--- src/logic/adc_seq_pkg.sv ---
// Constants shared by the converter sequencer and its bench.
// Assumes a 32-bit Avalon-MM slave with word addressing.
//
// Notes on behaviour
// - Writing run one starts a sequence
// - One-shot stops after four scan conversions or one select
// - Clearing run aborts at once
// - Repeat wraps 3 to 0, 7 to 4, same channel
// - Repeat cleared: finish group, then stop
// - Mode 00 low scan, 01 high, 10 select
// - Mode, channel, time fields frozen while running
// - Channel field picks select-mode input directly
// - Time field sets cycles per conversion
// - First conversion gets extra startup cycles
// - One-shot sets done flag after last result
// - Write one clears done flag
// - Repeat sets flag after channel 3, 7, select
// - Result register is channel modulo four
// - Reset clears control, timing, status registers
// - Done flag set raises interrupt request
package adc_seq_pkg;

    // Register word indices; byte address is four times the index
    localparam logic [2:0] IDX_MAIN    = 3'h0;
    localparam logic [2:0] IDX_STATUS  = 3'h1;
    localparam logic [2:0] IDX_TIMING  = 3'h2;
    localparam logic [2:0] IDX_RESULT0 = 3'h4;

    // Field positions
    localparam int RUN_BIT    = 7;
    localparam int REPEAT_BIT = 6;
    localparam int MODE_LSB   = 4;
    localparam int SEL_LSB    = 0;
    localparam int TIME_LSB   = 0;
    localparam int FLAG_BIT   = 0;

    // Reset values
    localparam logic [7:0] MAIN_RESET   = 8'h00;
    localparam logic [7:0] TIMING_RESET = 8'h00;
    localparam logic [7:0] STATUS_RESET = 8'h00;

    // Operating modes
    localparam logic [1:0] MODE_SCAN_LO = 2'h0;
    localparam logic [1:0] MODE_SCAN_HI = 2'h1;
    localparam logic [1:0] MODE_SELECT  = 2'h2;

    // Cycles per conversion for setting 01
    localparam int CONV_CYC_1 = 267;

    // Extra cycles for the first conversion, per time setting
    localparam int START_CYC_0 = 67;
    localparam int START_CYC_1 = 50;
    localparam int START_CYC_2 = 25;
    localparam int START_CYC_3 = 12;

endpackage : adc_seq_pkg

--- src/logic/adc_sequencer_control.sv ---
// Control and sequencing for an 8-bit successive-approximation converter.
// Assumes the analog core presents a stable result on core_result at the
// end of each timed conversion, and a synchronous Avalon-MM master.
`timescale 1ns/100ps

module adc_sequencer_control #(
    parameter int CNT_W      = 10,
    parameter int CONV_CYC_0 = 400,
    parameter int CONV_CYC_2 = 134,
    parameter int CONV_CYC_3 = 67
) (
    // Clock and reset
    input  wire logic        clk,
    input  wire logic        rst_n,
    // Avalon-MM slave
    input  wire logic [2:0]  address,
    input  wire logic        read,
    input  wire logic        write,
    input  wire logic [31:0] writedata,
    input  wire logic [3:0]  byteenable,
    output logic      [31:0] readdata,
    output logic             waitrequest,
    // Converter core and channel selector
    output logic      [2:0]  mux_channel,
    output logic             conv_start,
    output logic             conv_active,
    input  wire logic [7:0]  core_result,
    // Completion request
    output logic             conv_done_irq
);

    typedef enum logic {ST_IDLE, ST_CONV} seq_state_e;

    // Cycles per conversion for a time setting
    function automatic logic [CNT_W-1:0] conv_cycles(input logic [1:0] t);
        unique case (t)
            2'h0: conv_cycles = CNT_W'(CONV_CYC_0);
            2'h1: conv_cycles = CNT_W'(adc_seq_pkg::CONV_CYC_1);
            2'h2: conv_cycles = CNT_W'(CONV_CYC_2);
            2'h3: conv_cycles = CNT_W'(CONV_CYC_3);
        endcase
    endfunction : conv_cycles

    // Extra cycles for the first conversion of a run
    function automatic logic [CNT_W-1:0] start_cycles(input logic [1:0] t);
        unique case (t)
            2'h0: start_cycles = CNT_W'(adc_seq_pkg::START_CYC_0);
            2'h1: start_cycles = CNT_W'(adc_seq_pkg::START_CYC_1);
            2'h2: start_cycles = CNT_W'(adc_seq_pkg::START_CYC_2);
            2'h3: start_cycles = CNT_W'(adc_seq_pkg::START_CYC_3);
        endcase
    endfunction : start_cycles

    // Refuse counts the counter cannot hold
    if (CONV_CYC_0 < 2 || CONV_CYC_2 < 2 || CONV_CYC_3 < 2 ||
        CONV_CYC_0 + adc_seq_pkg::START_CYC_0 >= (1 << CNT_W) ||
        adc_seq_pkg::CONV_CYC_1 + adc_seq_pkg::START_CYC_1 >= (1 << CNT_W) ||
        CONV_CYC_2 + adc_seq_pkg::START_CYC_2 >= (1 << CNT_W) ||
        CONV_CYC_3 + adc_seq_pkg::START_CYC_3 >= (1 << CNT_W)) begin : g_chk
        $error("conversion counts do not fit the counter");
    end

    // Control registers
    logic             run_ff;
    logic             repeat_ff;
    logic [1:0]       mode_ff;
    logic [2:0]       sel_ff;
    logic [1:0]       time_ff;
    logic             flag_ff;
    logic [7:0]       result_ff [4];
    // Sequencer
    seq_state_e       state_ff;
    logic [CNT_W-1:0] cnt_ff;
    logic [2:0]       chan_ff;
    logic             start_ff;
    logic             irq_ff;
    // Bus
    logic             ack_ff;
    logic [31:0]      rdata_ff;

    logic             bus_req;
    logic             wr_en;
    logic             wr_main;
    logic             wr_timing;
    logic             wr_status;
    logic             conv_end;
    logic             group_end;
    logic             hw_stop;
    logic             begin_run;
    logic [2:0]       first_chan;
    logic [2:0]       next_chan;
    logic [7:0]       main_rd;

    // One wait state: request taken on the second cycle
    assign bus_req     = read | write;
    assign waitrequest = bus_req & ~ack_ff;
    assign wr_en       = write & ack_ff & byteenable[0];
    assign wr_main     = wr_en && address == adc_seq_pkg::IDX_MAIN;
    assign wr_timing   = wr_en && address == adc_seq_pkg::IDX_TIMING;
    assign wr_status   = wr_en && address == adc_seq_pkg::IDX_STATUS;

    always_ff @(posedge clk) begin
        if (!rst_n) begin
            ack_ff <= 1'b0;
        end else begin
            ack_ff <= bus_req & ~ack_ff;
        end
    end

    // Sequencing terms
    assign conv_end  = state_ff == ST_CONV && cnt_ff == '0 && run_ff;
    assign group_end = mode_ff == adc_seq_pkg::MODE_SCAN_LO ||
                       mode_ff == adc_seq_pkg::MODE_SCAN_HI
                       ? chan_ff[1:0] == 2'h3 : 1'b1;
    assign hw_stop   = conv_end && group_end && !repeat_ff;
    assign begin_run = wr_main && !run_ff &&
                       writedata[adc_seq_pkg::RUN_BIT];

    // Starting channel from the mode being written
    always_comb begin
        unique case (writedata[adc_seq_pkg::MODE_LSB +: 2])
            adc_seq_pkg::MODE_SCAN_LO: first_chan = 3'h0;
            adc_seq_pkg::MODE_SCAN_HI: first_chan = 3'h4;
            // Code 11 behaves as select mode
            default: first_chan = writedata[adc_seq_pkg::SEL_LSB +: 3];
        endcase
    end

    // Scan steps upward and wraps within its four; select repeats
    always_comb begin
        if (mode_ff == adc_seq_pkg::MODE_SCAN_LO ||
            mode_ff == adc_seq_pkg::MODE_SCAN_HI) begin
            next_chan = {chan_ff[2], chan_ff[1:0] + 2'h1};
        end else begin
            next_chan = chan_ff;
        end
    end

    // Run bit: hardware stop wins over a same-cycle write
    always_ff @(posedge clk) begin
        if (!rst_n) begin
            run_ff <= adc_seq_pkg::MAIN_RESET[adc_seq_pkg::RUN_BIT];
        end else if (hw_stop) begin
            run_ff <= 1'b0;
        end else if (wr_main) begin
            run_ff <= writedata[adc_seq_pkg::RUN_BIT];
        end
    end

    // Repeat bit stays writable during a run
    always_ff @(posedge clk) begin
        if (!rst_n) begin
            repeat_ff <= adc_seq_pkg::MAIN_RESET[adc_seq_pkg::REPEAT_BIT];
        end else if (wr_main) begin
            repeat_ff <= writedata[adc_seq_pkg::REPEAT_BIT];
        end
    end

    // Mode, channel and time fields frozen while running
    always_ff @(posedge clk) begin
        if (!rst_n) begin
            mode_ff <= adc_seq_pkg::MAIN_RESET[adc_seq_pkg::MODE_LSB +: 2];
            sel_ff  <= adc_seq_pkg::MAIN_RESET[adc_seq_pkg::SEL_LSB +: 3];
        end else if (wr_main && !run_ff) begin
            mode_ff <= writedata[adc_seq_pkg::MODE_LSB +: 2];
            sel_ff  <= writedata[adc_seq_pkg::SEL_LSB +: 3];
        end
    end

    always_ff @(posedge clk) begin
        if (!rst_n) begin
            time_ff <= adc_seq_pkg::TIMING_RESET[adc_seq_pkg::TIME_LSB +: 2];
        end else if (wr_timing && !run_ff) begin
            time_ff <= writedata[adc_seq_pkg::TIME_LSB +: 2];
        end
    end

    // Done flag: a setting event wins over a clearing write
    always_ff @(posedge clk) begin
        if (!rst_n) begin
            flag_ff <= adc_seq_pkg::STATUS_RESET[adc_seq_pkg::FLAG_BIT];
        end else if (conv_end && group_end) begin
            flag_ff <= 1'b1;
        end else if (wr_status && writedata[adc_seq_pkg::FLAG_BIT]) begin
            flag_ff <= 1'b0;
        end
    end

    // Completion pulse on the edge that sets the flag
    always_ff @(posedge clk) begin
        if (!rst_n) begin
            irq_ff <= 1'b0;
        end else begin
            irq_ff <= conv_end && group_end;
        end
    end

    // Sequencer state, timer and channel
    always_ff @(posedge clk) begin
        if (!rst_n) begin
            state_ff <= ST_IDLE;
            cnt_ff   <= '0;
            chan_ff  <= 3'h0;
            start_ff <= 1'b0;
        end else begin
            start_ff <= 1'b0;
            unique case (state_ff)
                ST_IDLE: begin
                    if (begin_run) begin
                        state_ff <= ST_CONV;
                        chan_ff  <= first_chan;
                        start_ff <= 1'b1;
                        cnt_ff   <= CNT_W'(conv_cycles(time_ff)
                                    + start_cycles(time_ff)
                                    - CNT_W'(1));
                    end
                end
                ST_CONV: begin
                    if (!run_ff) begin
                        state_ff <= ST_IDLE;
                    end else if (cnt_ff != '0) begin
                        cnt_ff <= cnt_ff - CNT_W'(1);
                    end else if (hw_stop) begin
                        state_ff <= ST_IDLE;
                    end else begin
                        chan_ff  <= next_chan;
                        start_ff <= 1'b1;
                        cnt_ff   <= conv_cycles(time_ff) - CNT_W'(1);
                    end
                end
            endcase
        end
    end

    // Result capture, no reset
    always_ff @(posedge clk) begin
        if (conv_end) begin
            result_ff[chan_ff[1:0]] <= core_result;
        end
    end

    // Read data captured while the request waits
    assign main_rd = {run_ff, repeat_ff, mode_ff, 1'b0, sel_ff};

    always_ff @(posedge clk) begin
        if (!rst_n) begin
            rdata_ff <= 32'h0000_0000;
        end else if (read && !ack_ff) begin
            unique case (address)
                adc_seq_pkg::IDX_MAIN:   rdata_ff <= {24'h00_0000, main_rd};
                adc_seq_pkg::IDX_STATUS: rdata_ff <= {31'h0, flag_ff};
                adc_seq_pkg::IDX_TIMING: rdata_ff <= {30'h0, time_ff};
                3'h4, 3'h5, 3'h6, 3'h7:
                    rdata_ff <= {24'h00_0000, result_ff[address[1:0]]};
                default: rdata_ff <= 32'h0000_0000;
            endcase
        end
    end

    assign readdata      = rdata_ff;
    assign mux_channel   = chan_ff;
    assign conv_start    = start_ff;
    assign conv_active   = state_ff == ST_CONV;
    assign conv_done_irq = irq_ff;

endmodule : adc_sequencer_control

--- config.mk ---
export PLATFORM = sky130hd
export DESIGN_NAME = adc_sequencer_control
export DESIGN_NICKNAME = d
export VERILOG_FILES = /design/src/logic/adc_seq_pkg.sv /design/src/logic/adc_sequencer_control.sv
export SDC_FILE = /design/constraint.sdc
export NUM_CORES = 1
export LEC_CHECK = 0
export ABC_AREA = 1
export BUFFER_PORTS_ARGS = -buffer_cell sky130_fd_sc_hd__buf_2
export CORE_MARGIN = 3
export CORE_UTILIZATION = 48
export CTS_CLUSTER_SIZE = 30
export DETAILED_ROUTE_END_ITERATION = 10
export GPL_TIMING_DRIVEN = 0
export PLACE_DENSITY = 0.82
export SYNTH_ARGS = -nofsm -noshare
export SYNTH_HDL_FRONTEND = slang
export SYNTH_SLANG_ARGS = --single-unit
--- constraint.sdc ---
create_clock -name clk -period 1.9 [get_ports clk]
set_input_delay 0.475 -clock clk [delete_from_list [all_inputs] [get_ports clk]]
set_output_delay 0.475 -clock clk [all_outputs]
set_load 0.02 [all_outputs]
==> flow_summary.yaml, run 1 <==
synthesis:
  syn_area_sq_mm: 0.00348
  ys_types: 37
  synthArstFlopShare_pct: 0
  synth_warnings: 0
  ys_seq_area_share_pct: 47.7
  avgSynthCellArea_sq_um: 8.39
  synth-seq-cells: 67
  synth_ff_type: "dfxtp_1"
  synthCells: 415
  synth_edf_count: 32
sta:
  slew_headroom_pct: 61.1
  fmax_mhz: 549
  fin_crit_ns: 1.82
  setup_viol: 0
  timing.final.crit_share_pct: 96.0
  slew_violations: 0
  clock_skew_ns: 0.0116
  worst_slew_pin_slew_ns: 0.581
  setup_ws_ns: 0.0769
  hold_viol: 0
  rsz0062_at_grt: "true"
critical_path:
  r2r_cells: 7
  r2r_slack_ns: 0.08
  required_ns: 1.92
  worstSetupPathType: "flop to flop"
  start_kind: "flop"
  end_kind: "flop"
  startpoint: "cnt_ff[9]"
  r2r_start: "cnt_ff[9]"
  worstReg2RegEnd: "result_ff[2][0]"
  worstSetupEndpoint: "result_ff[2][0]"
  crit_fanout: 8
  critical_path_arrival_ns: 1.84
die:
  row_count: 30
  start_util_pct: 50.4
  die_h_um: 91.2
  io_pins: 90
  fp.coreArea_sq_mm: 0.00691
  fp.dieW_um: 91.2
  die_area_sq_mm: 0.00831
global_route:
  grt_util_met1_pct: 26.1
  grt_use_met3_pct: 4.81
  grtUsageMet2_pct: 31.1
  antenna_found_initial: 0
  grt_pass1_wl_um: 13000
  grt_overflow: 0
  grt_max_degree: 14
  grt_pass1_vias: 2760
  grt_usage_pct: 19.4
  busiest_layer: "met2"
finish:
  num_antenna_cells: 0
  layout_commonest_cell: "nand2_1"
  syn_to_final_growth_pct: 23.2
  drive_above_1_share_pct: 26.6
  most-common-layout-cells: "69 x nand2_1, 42 x nor2_1, 39 x buf_2"
  utilization_pct: 62.1
  nets: 556
place:
  post-place-ws_ns: -0.315
  dp_hpwl_um: 5670
  place.gp.congestion: 0.887
  io_buffers: 37
clock_tree:
  cts_inserted_buffers: 9
  ctsHoldBuffers: 0
  clk_pin_slew_ns: 0.08
  cts-root-buf: "clkbuf_8"
  clock_latency_ns: 0.35
  clk_path_buf_depth: 2
  numClockSinks: 67
  cts_tree: "built"
  htree_levels: 3
drt:
  finalWirelength_um: 8070
  num_vias: 3016
  drt_pre_antenna_iters: 5
  drc: 0
  wl_per_cell_um: 13.6
  viasPerCell: 5.09
  ant_nets: 0
  drtIter0Drc: 195
pwr:
  seqPwrFrac_pct: 48.3
  power.switching_mw: 0.787
  pwr-share-clk_pct: 41.9
  p_int_mw: 2.37
  power_density_mw_per_mm2: 736
  ir_drop_v: 0.000547
  power_frac_comb_pct: 9.8
  p_sw_share_pct: 24.9
  p_leak_nw: 1.88
status:
  status: "completed"
job:
  drv_cap: 0
worst_hold_path:
  hold_class: "input pin to flop"
## final cells by class
type                       instances  area, sq um
buffer                            33          224
clock buffer                       9          124
clock inverter                     7          100
fill                             571         2620
inverter                          46          184
multi-input combinational        292         1630
sequential                        67         1680
tap                               96          120
timing repair buffer              43          230
## Yosys cell counts (2+ instances only)
| master | number | area share [%] |
|---|---|---|
| dfxtp_1 | 35 | 20 |
| nand2_4 | 2 | 0.65 |
| o2111ai_1 | 2 | 0.50 |
| o21ai_1 | 12 | 1.7 |
| nor3_1 | 4 | 0.57 |
| inv_1 | 40 | 4.3 |
| nand3_1 | 19 | 2.7 |
| nor2_1 | 50 | 5.4 |
| o21ai_0 | 33 | 4.7 |
| ha_1 | 13 | 4.7 |
| nor2_4 | 2 | 0.65 |
| a21oi_1 | 32 | 4.6 |
| a22o_1 | 2 | 0.50 |
| edfxtp_1 | 32 | 28 |
| buf_2 | 2 | 0.29 |
| nand4_1 | 2 | 0.36 |
| nand3b_1 | 2 | 0.43 |
| inv_2 | 4 | 0.43 |
| nand2_1 | 71 | 7.7 |
| nor2_2 | 3 | 0.54 |
| buf_4 | 24 | 5.2 |
| a22oi_1 | 9 | 1.9 |
| clkbuf_1 | 6 | 0.65 |
## cell families (layout without fill, tap and decap cells)
group                      count (synthesis)  in the layout  share of synthesized area [%]
AOI/OAI and AO/OA                         96             96                           16.1
xor gates and xnor gates                   1              1                          0.251
adders and majority gates                 13             13                           4.67
buffers and inverters                     79            138                           11.4
DFF                                       67             67                           47.7
other                                      1             24                          0.108
and+or+nand+nor                          158            158                           19.8
## sequential cells by signal, indices dropped and copies added (netlist names)
register / flops
ack_ff: 1
conv_active: 1
result_ff: 32
sel_ff: 3
readdata: 8
conv_done_irq: 1
time_ff: 2
mux_channel: 3
repeat_ff: 1
flag_ff: 1
mode_ff: 2
cnt_ff: 10
conv_start: 1
run_ff: 1
## stage by stage
| step | instance area (sq um) | hold WS [ns] | power (mW) | std cells | TNS, ns |
|---|---|---|---|---|---|
| 4_1_cts | 4140 | 0.328 | 3.17 | 589 | -4.65 |
| 6_report | 4290 | 0.336 | 3.16 | 593 | 0 |
| 2_1_floorplan | 3570 | 0.425 | 1.77 | 438 | 0 |
| 3_5_place_dp | 3880 | 0.447 | 1.85 | 571 | -7.35 |
| 3_3_place_gp | 3880 | 0.439 | 1.85 | 571 | -5.90 |
| 5_1_grt | 4290 | 0.331 | 3.28 | 593 | -0.0150 |
## critical path, cell delays in order (launching register included)
cell and delay (ns):
dfxtp_2 0.33, nor2_1 0.14, inv_1 0.09, nor2_4 0.17, nand2_4 0.10, nor2_4 0.18
inv_1 0.19, nor2_4 0.30
## power groups by stage
| stage | Combinational, mW | Clock (mW) | Sequential [mW] |
|---|---|---|---|
| 4_1_cts | 0.298 | 1.34 | 1.53 |
| 3_5_place_dp | 0.293 | 0 | 1.56 |
| 2_1_floorplan | 0.201 | 0 | 1.57 |
| 6_report | 0.310 | 1.32 | 1.53 |
| 5_1_grt | 0.341 | 1.41 | 1.53 |
| 3_3_place_gp | 0.288 | 0 | 1.56 |
## layer usage
layer / up-vias / wire (um)
met5: - / 0
met4: 0 / 95
met3: 14 / 680
met2: 156 / 3930
met1: 1348 / 3360
li1: 1498 / -
## worst min-delay path by stage
stage / startpoint / to / cells after the start
6_report: core_result[5] / result_ff[3][5] / 1
5_1_grt: core_result[0] / result_ff[0][0] / 1
4_1_cts: core_result[5] / result_ff[3][5] / 1
3_5_place_dp: mode_ff[0] / mode_ff[0] / 2
3_3_place_gp: mode_ff[0] / mode_ff[0] / 2
2_1_floorplan: mode_ff[0] / mode_ff[0] / 2
## what timing repair did
| action | in CTS | in global routing |
|---|---|---|
| buffers inserted | 2 | 4 |
| pin swaps | 3 | 6 |
| endpoints found under the setup margin | 36 | 44 |
| resized for setup | 13 | 32 |
Power figures use the tool's default switching activity.
==> run 2, diff against run 1 <==
--- a/config.mk
+++ b/config.mk
@@ -6,13 +6,13 @@
 export NUM_CORES = 1
 export LEC_CHECK = 0
 export ABC_AREA = 1
-export BUFFER_PORTS_ARGS = -buffer_cell sky130_fd_sc_hd__buf_2
 export CORE_MARGIN = 3
-export CORE_UTILIZATION = 48
+export CORE_UTILIZATION = 57
 export CTS_CLUSTER_SIZE = 30
 export DETAILED_ROUTE_END_ITERATION = 10
+export DONT_BUFFER_PORTS = 1
 export GPL_TIMING_DRIVEN = 0
-export PLACE_DENSITY = 0.82
+export PLACE_DENSITY = 0.81
 export SYNTH_ARGS = -nofsm -noshare
 export SYNTH_HDL_FRONTEND = slang
 export SYNTH_SLANG_ARGS = --single-unit
==> run 2 against run 1 <==
  * Register-to-register slack worse by 0.02 ns
  * Non-clock buffer count fell by 32
  * Core utilization rose by 11 points
  * Die area down 15%
  * Critical path depth rose by 6
  * Maximum frequency decreased by 1.1%
  * Largest cell class is now multi-input combinational cells
==> flow_summary.yaml, run 2 (same netlist as run 1, synthesis figures left out) <==
drt:
  wl_per_cell_um: 16.1
  viasPerCell: 5.41
  drt_pre_antenna_iters: 4
  num_vias: 2903
  drc: 0
  ant_nets: 0
  drtIter0Drc: 193
  finalWirelength_um: 8630
finish:
  largest_reg_flops: 32
  syn_to_final_growth_pct: 20.4
  num_antenna_cells: 0
  nets: 524
  drive_above_1_share_pct: 23.9
  utilization_pct: 73.5
  layout_commonest_cell: "nand2_1"
  n_fill_cell: 426
  most-common-layout-cells: "68 x nand2_1, 38 x nor2_1, 36 x inv_1"
place:
  io_buffers: 0
  post-place-ws_ns: -0.360
  dp_hpwl_um: 5790
  place.gp.congestion: 0.939
sta:
  whs_ns: 0.213
  rsz0062_at_grt: "true"
  slew_violations: 0
  setup_ws_ns: 0.0575
  fin_crit_ns: 1.84
  fmax_mhz: 543
  setup_viol: 0
  worst_slew_pin_slew_ns: 0.579
  slew_headroom_pct: 61.3
  clock_skew_ns: 0.00774
  hold_viol: 0
  timing.final.crit_share_pct: 97.0
die:
  die_area_sq_mm: 0.00709
  row_count: 27
  start_util_pct: 61.0
  fp.dieW_um: 84.2
  fp.coreArea_sq_mm: 0.00571
  io_pins: 90
  die_h_um: 84.2
global_route:
  grt_pass1_vias: 2887
  grt_usage_pct: 24.5
  grt_pass1_wl_um: 13800
  grt_overflow: 0
  grt_max_degree: 14
  antenna_found_initial: 0
critical_path:
  crit_fanout: 5
  crit_family: "simple AND/OR/NAND/NOR gates"
  required_ns: 2.18
  end_kind: "flop"
  worst-path-buf-inv: 1
  path_common_cell: "nor2_4"
  path_depth: 13
  start_kind: "flop"
  critical_path_arrival_ns: 2.12
  cp_slowest_stage_delay_ns: 0.38
  worstSetupPathType: "flop to flop"
  cp_slowest_cell: "dfxtp_2"
  r2r_cells: 13
  path_cells: "nor2_1 > nand2_1 > inv_2 > nand2_4 > nor2_4 > nor2_4 > ha_4 > nand3_2 > nor2_4 > nand3b_1 > nand3_1 > nand2_1 > a21oi_1"
clock_tree:
  cts-root-buf: "clkbuf_8"
  clk_path_buf_depth: 2
  cts_tree: "built"
  numClockSinks: 67
  htree_levels: 3
  cts_inserted_buffers: 9
  clk_pin_slew_ns: 0.08
  clock_latency_ns: 0.35
worst_hold_path:
  hold_class: "input pin to flop"
  holdPathStages: 0
pwr:
  p_leak_nw: 1.73
  ir_drop_v: 0.000667
  power_density_mw_per_mm2: 746
job:
  drv_cap: 0
status:
  status: "completed"
-- run 2: layout make-up --
cell class                      instances  area (sq um)  share of cell area, %
Inverter                               46           181                   4.32
Sequential cell                        67          1680                   40.0
Tap cell                               72          90.1                   2.15
Clock inverter                          7           100                   2.39
Clock buffer                            9           124                   2.95
Buffer                                 33           226                   5.40
Timing Repair Buffer                   11           108                   2.56
Multi-Input combinational cell        292          1690                   40.2
-- run 2: routing by layer --
layer	up-vias	track usage, %	routed length (um)
met2	122	41.0	4250
met1	1321	30.9	3500
met4	0	5.70	169
met5	-	0	0
met3	22	8.24	707
li1	1438	-	-
-- run 2: worst paths after layout --
kind / from / end / slack [ns]
max: cnt_ff[0] / cnt_ff[6] / 0.06
min: core_result[0] / result_ff[2][0] / 0.21
max reg2reg: cnt_ff[0] / cnt_ff[6] / 0.06
min reg2reg: sel_ff[0] / sel_ff[0] / 0.47
-- run 2: stage by stage --
| stage | total power, mW | area (sq um) | instances | setup TNS, ns |
|---|---|---|---|---|
| floorplan | 1.77 | 3570 | 438 | 0 |
| global placement | 1.81 | 3660 | 510 | -7.92 |
| detailed placement | 1.81 | 3660 | 510 | -9.86 |
| CTS | 3.12 | 3980 | 530 | -3.00 |
| global route | 3.23 | 4200 | 537 | -0.155 |
| finish | 3.13 | 4200 | 537 | 0 |
-- run 2: power by group --
part | total (mW) | switching [mW] | internal (mW)
clock | 1.33 | 0.586 | 0.747
combinational | 0.259 | 0.171 | 0.0886
sequential | 1.54 | 0.0205 | 1.52
-- run 2: repair_timing --
action / in CTS / in global routing
hold endpoints to repair: 0 / 0
setup buffers: 4 / 7
resized for setup: 25 / 37
pin swaps: 3 / 12
hold buffers: 0 / 0
endpoints found under the setup margin: 39 / 43
==> run 3, diff against run 2 <==
--- a/config.mk
+++ b/config.mk
@@ -6,6 +6,7 @@
 export NUM_CORES = 1
 export LEC_CHECK = 0
 export ABC_AREA = 1
+export CORE_ASPECT_RATIO = 0.75
 export CORE_MARGIN = 3
 export CORE_UTILIZATION = 57
 export CTS_CLUSTER_SIZE = 30
==> run 3 against run 2 <==
  * Non-clock buffer count stayed put
  * Die area increased by 0.13%
  * Count of clock-buffer cells in the layout unchanged
  * Sequential share of layout area grew 0.054 points
  * Maximum frequency shrank 1.6%
  * Sequential cell count unchanged
  * Critical path depth is 4 lower
  * Routed wire length grew 5.3%
  * Highest routed layer unchanged
==> flow_summary.yaml, run 3 (same netlist as run 1, synthesis figures left out) <==
drt:
  drc: 0
  viasPerCell: 5.70
  wl_per_cell_um: 16.8
  num_vias: 3079
  ant_nets: 0
  drtIter0Drc: 362
  finalWirelength_um: 9080
  drt_pre_antenna_iters: 5
die:
  die_area_sq_mm: 0.00709
  die_h_um: 73.7
  fp.coreArea_sq_mm: 0.00561
  fp.dieW_um: 96.3
  io_pins: 90
  row_count: 23
  start_util_pct: 62.1
critical_path:
  end_kind: "flop"
  path_cells: "inv_4 > ha_4 > buf_4 > nor2_1 > o21ai_0 > nor3_1 > nand2_1 > nand3_1 > a21oi_1"
  cp_slowest_cell: "dfxtp_4"
  critical_path_arrival_ns: 2.11
  cp_slowest_stage_delay_ns: 0.41
  start_kind: "flop"
  worstSetupPathType: "flop to flop"
  required_ns: 2.14
  crit_fanout: 5
pwr:
  power_mw: 3.10
  p_leak_nw: 1.75
  ir_drop_v: 0.000687
  power_density_mw_per_mm2: 738
finish:
  num_antenna_cells: 0
  nets: 524
  final_area_sq_mm: 0.00421
  drive_above_1_share_pct: 24.3
  most-common-layout-cells: "68 x nand2_1, 37 x inv_1, 36 x nor2_1"
  utilization_pct: 74.9
  syn_to_final_growth_pct: 20.7
  largest_reg_flops: 32
  layout_commonest_cell: "nand2_1"
  instances_no_fill: 540
place:
  dp_hpwl_um: 6020
  io_buffers: 0
  place.gp.congestion: 0.942
  placed_cell_area_sq_mm: 0.00367
  dp_cells: 513
sta:
  setup_viol: 0
  slew_violations: 0
  fmax_mhz: 534
  timing.final.crit_share_pct: 98.5
  slew_headroom_pct: 62.6
  hold_viol: 0
  worst_slew_pin_slew_ns: 0.561
  fin_crit_ns: 1.87
  clock_skew_ns: 0.0101
clock_tree:
  cts-root-buf: "clkbuf_8"
  numClockSinks: 67
  clk_path_buf_depth: 2
  clk_pin_slew_ns: 0.08
  clock_latency_ns: 0.35
  htree_levels: 3
  cts_tree: "built"
  cts_inserted_buffers: 9
  ctsHoldBuffers: 0
global_route:
  grt_pass1_vias: 2627
  antenna_found_initial: 0
  grt_usage_pct: 25.0
  grt_pass1_wl_um: 13000
  grt_max_degree: 13
  grt_overflow: 0
job:
  drv_cap: 0
status:
  status: "completed"
worst_hold_path:
  hold_class: "input pin to flop"
==> run 3: cell type report <==
class                           count  area [sq um]
Multi-Input combinational cell    292          1700
Sequential cell                    67          1680
Clock buffer                        9           124
Fill cell                         386          1410
Buffer                             33           226
Tap cell                           75          93.8
Inverter                           46           181
Timing Repair Buffer               11           108
Clock inverter                      7          92.6
==> run 3: repair_timing <==
| action | in CTS | in global routing |
|---|---|---|
| setup buffers | 2 | 9 |
| cloned | 0 | 0 |
| gates resized for setup | 15 | 50 |
| setup endpoints to repair | 37 | 44 |
| pin swaps | 3 | 13 |
==> run 3: per-stage QoR <==
stage / TNS [ns] / hold WS [ns] / setup WS (ns)
floorplan: 0 / 0.425 / 0.0289
global placement: -9.45 / 0.443 / -0.291
detailed placement: -9.58 / 0.452 / -0.326
CTS: -3.17 / 0.210 / -0.120
global route: -0.416 / 0.198 / -0.0739
finish: 0 / 0.224 / 0.0276
==> run 3: power by group <==
part	total, mW	switching (mW)	internal (mW)
clock network	1.30	0.563	0.736
registers	1.54	0.0206	1.52
logic	0.269	0.179	0.0901
==> run 3: worst paths after layout <==
path | endpoint | start | depth (start not counted) | slack, ns
worst min register to register | flag_ff | flag_ff | 2 | 0.47
worst min-delay path | result_ff[3][4] | core_result[4] | 0 | 0.22
worst max-delay path | cnt_ff[9] | time_ff[1] | 9 | 0.03
worst max register to register | cnt_ff[9] | time_ff[1] | 9 | 0.03
==> run 3: worst max-delay path, delay by kind of cell, from the launching register on <==
kind / cells / cell delay (ns)
buffers and inverters: 2 / 0.21
and+or+nand+nor: 4 / 0.67
DFF: 1 / 0.41
adders and majority gates: 1 / 0.18
AOI/OAI and AO/OA: 2 / 0.30
==> run 3: per-layer routing <==
metal	wire length, um	global-route usage, %
met1	3720	36.5
met2	3790	34.0
met3	1370	10.0
met4	211	6.62
met5	0	0
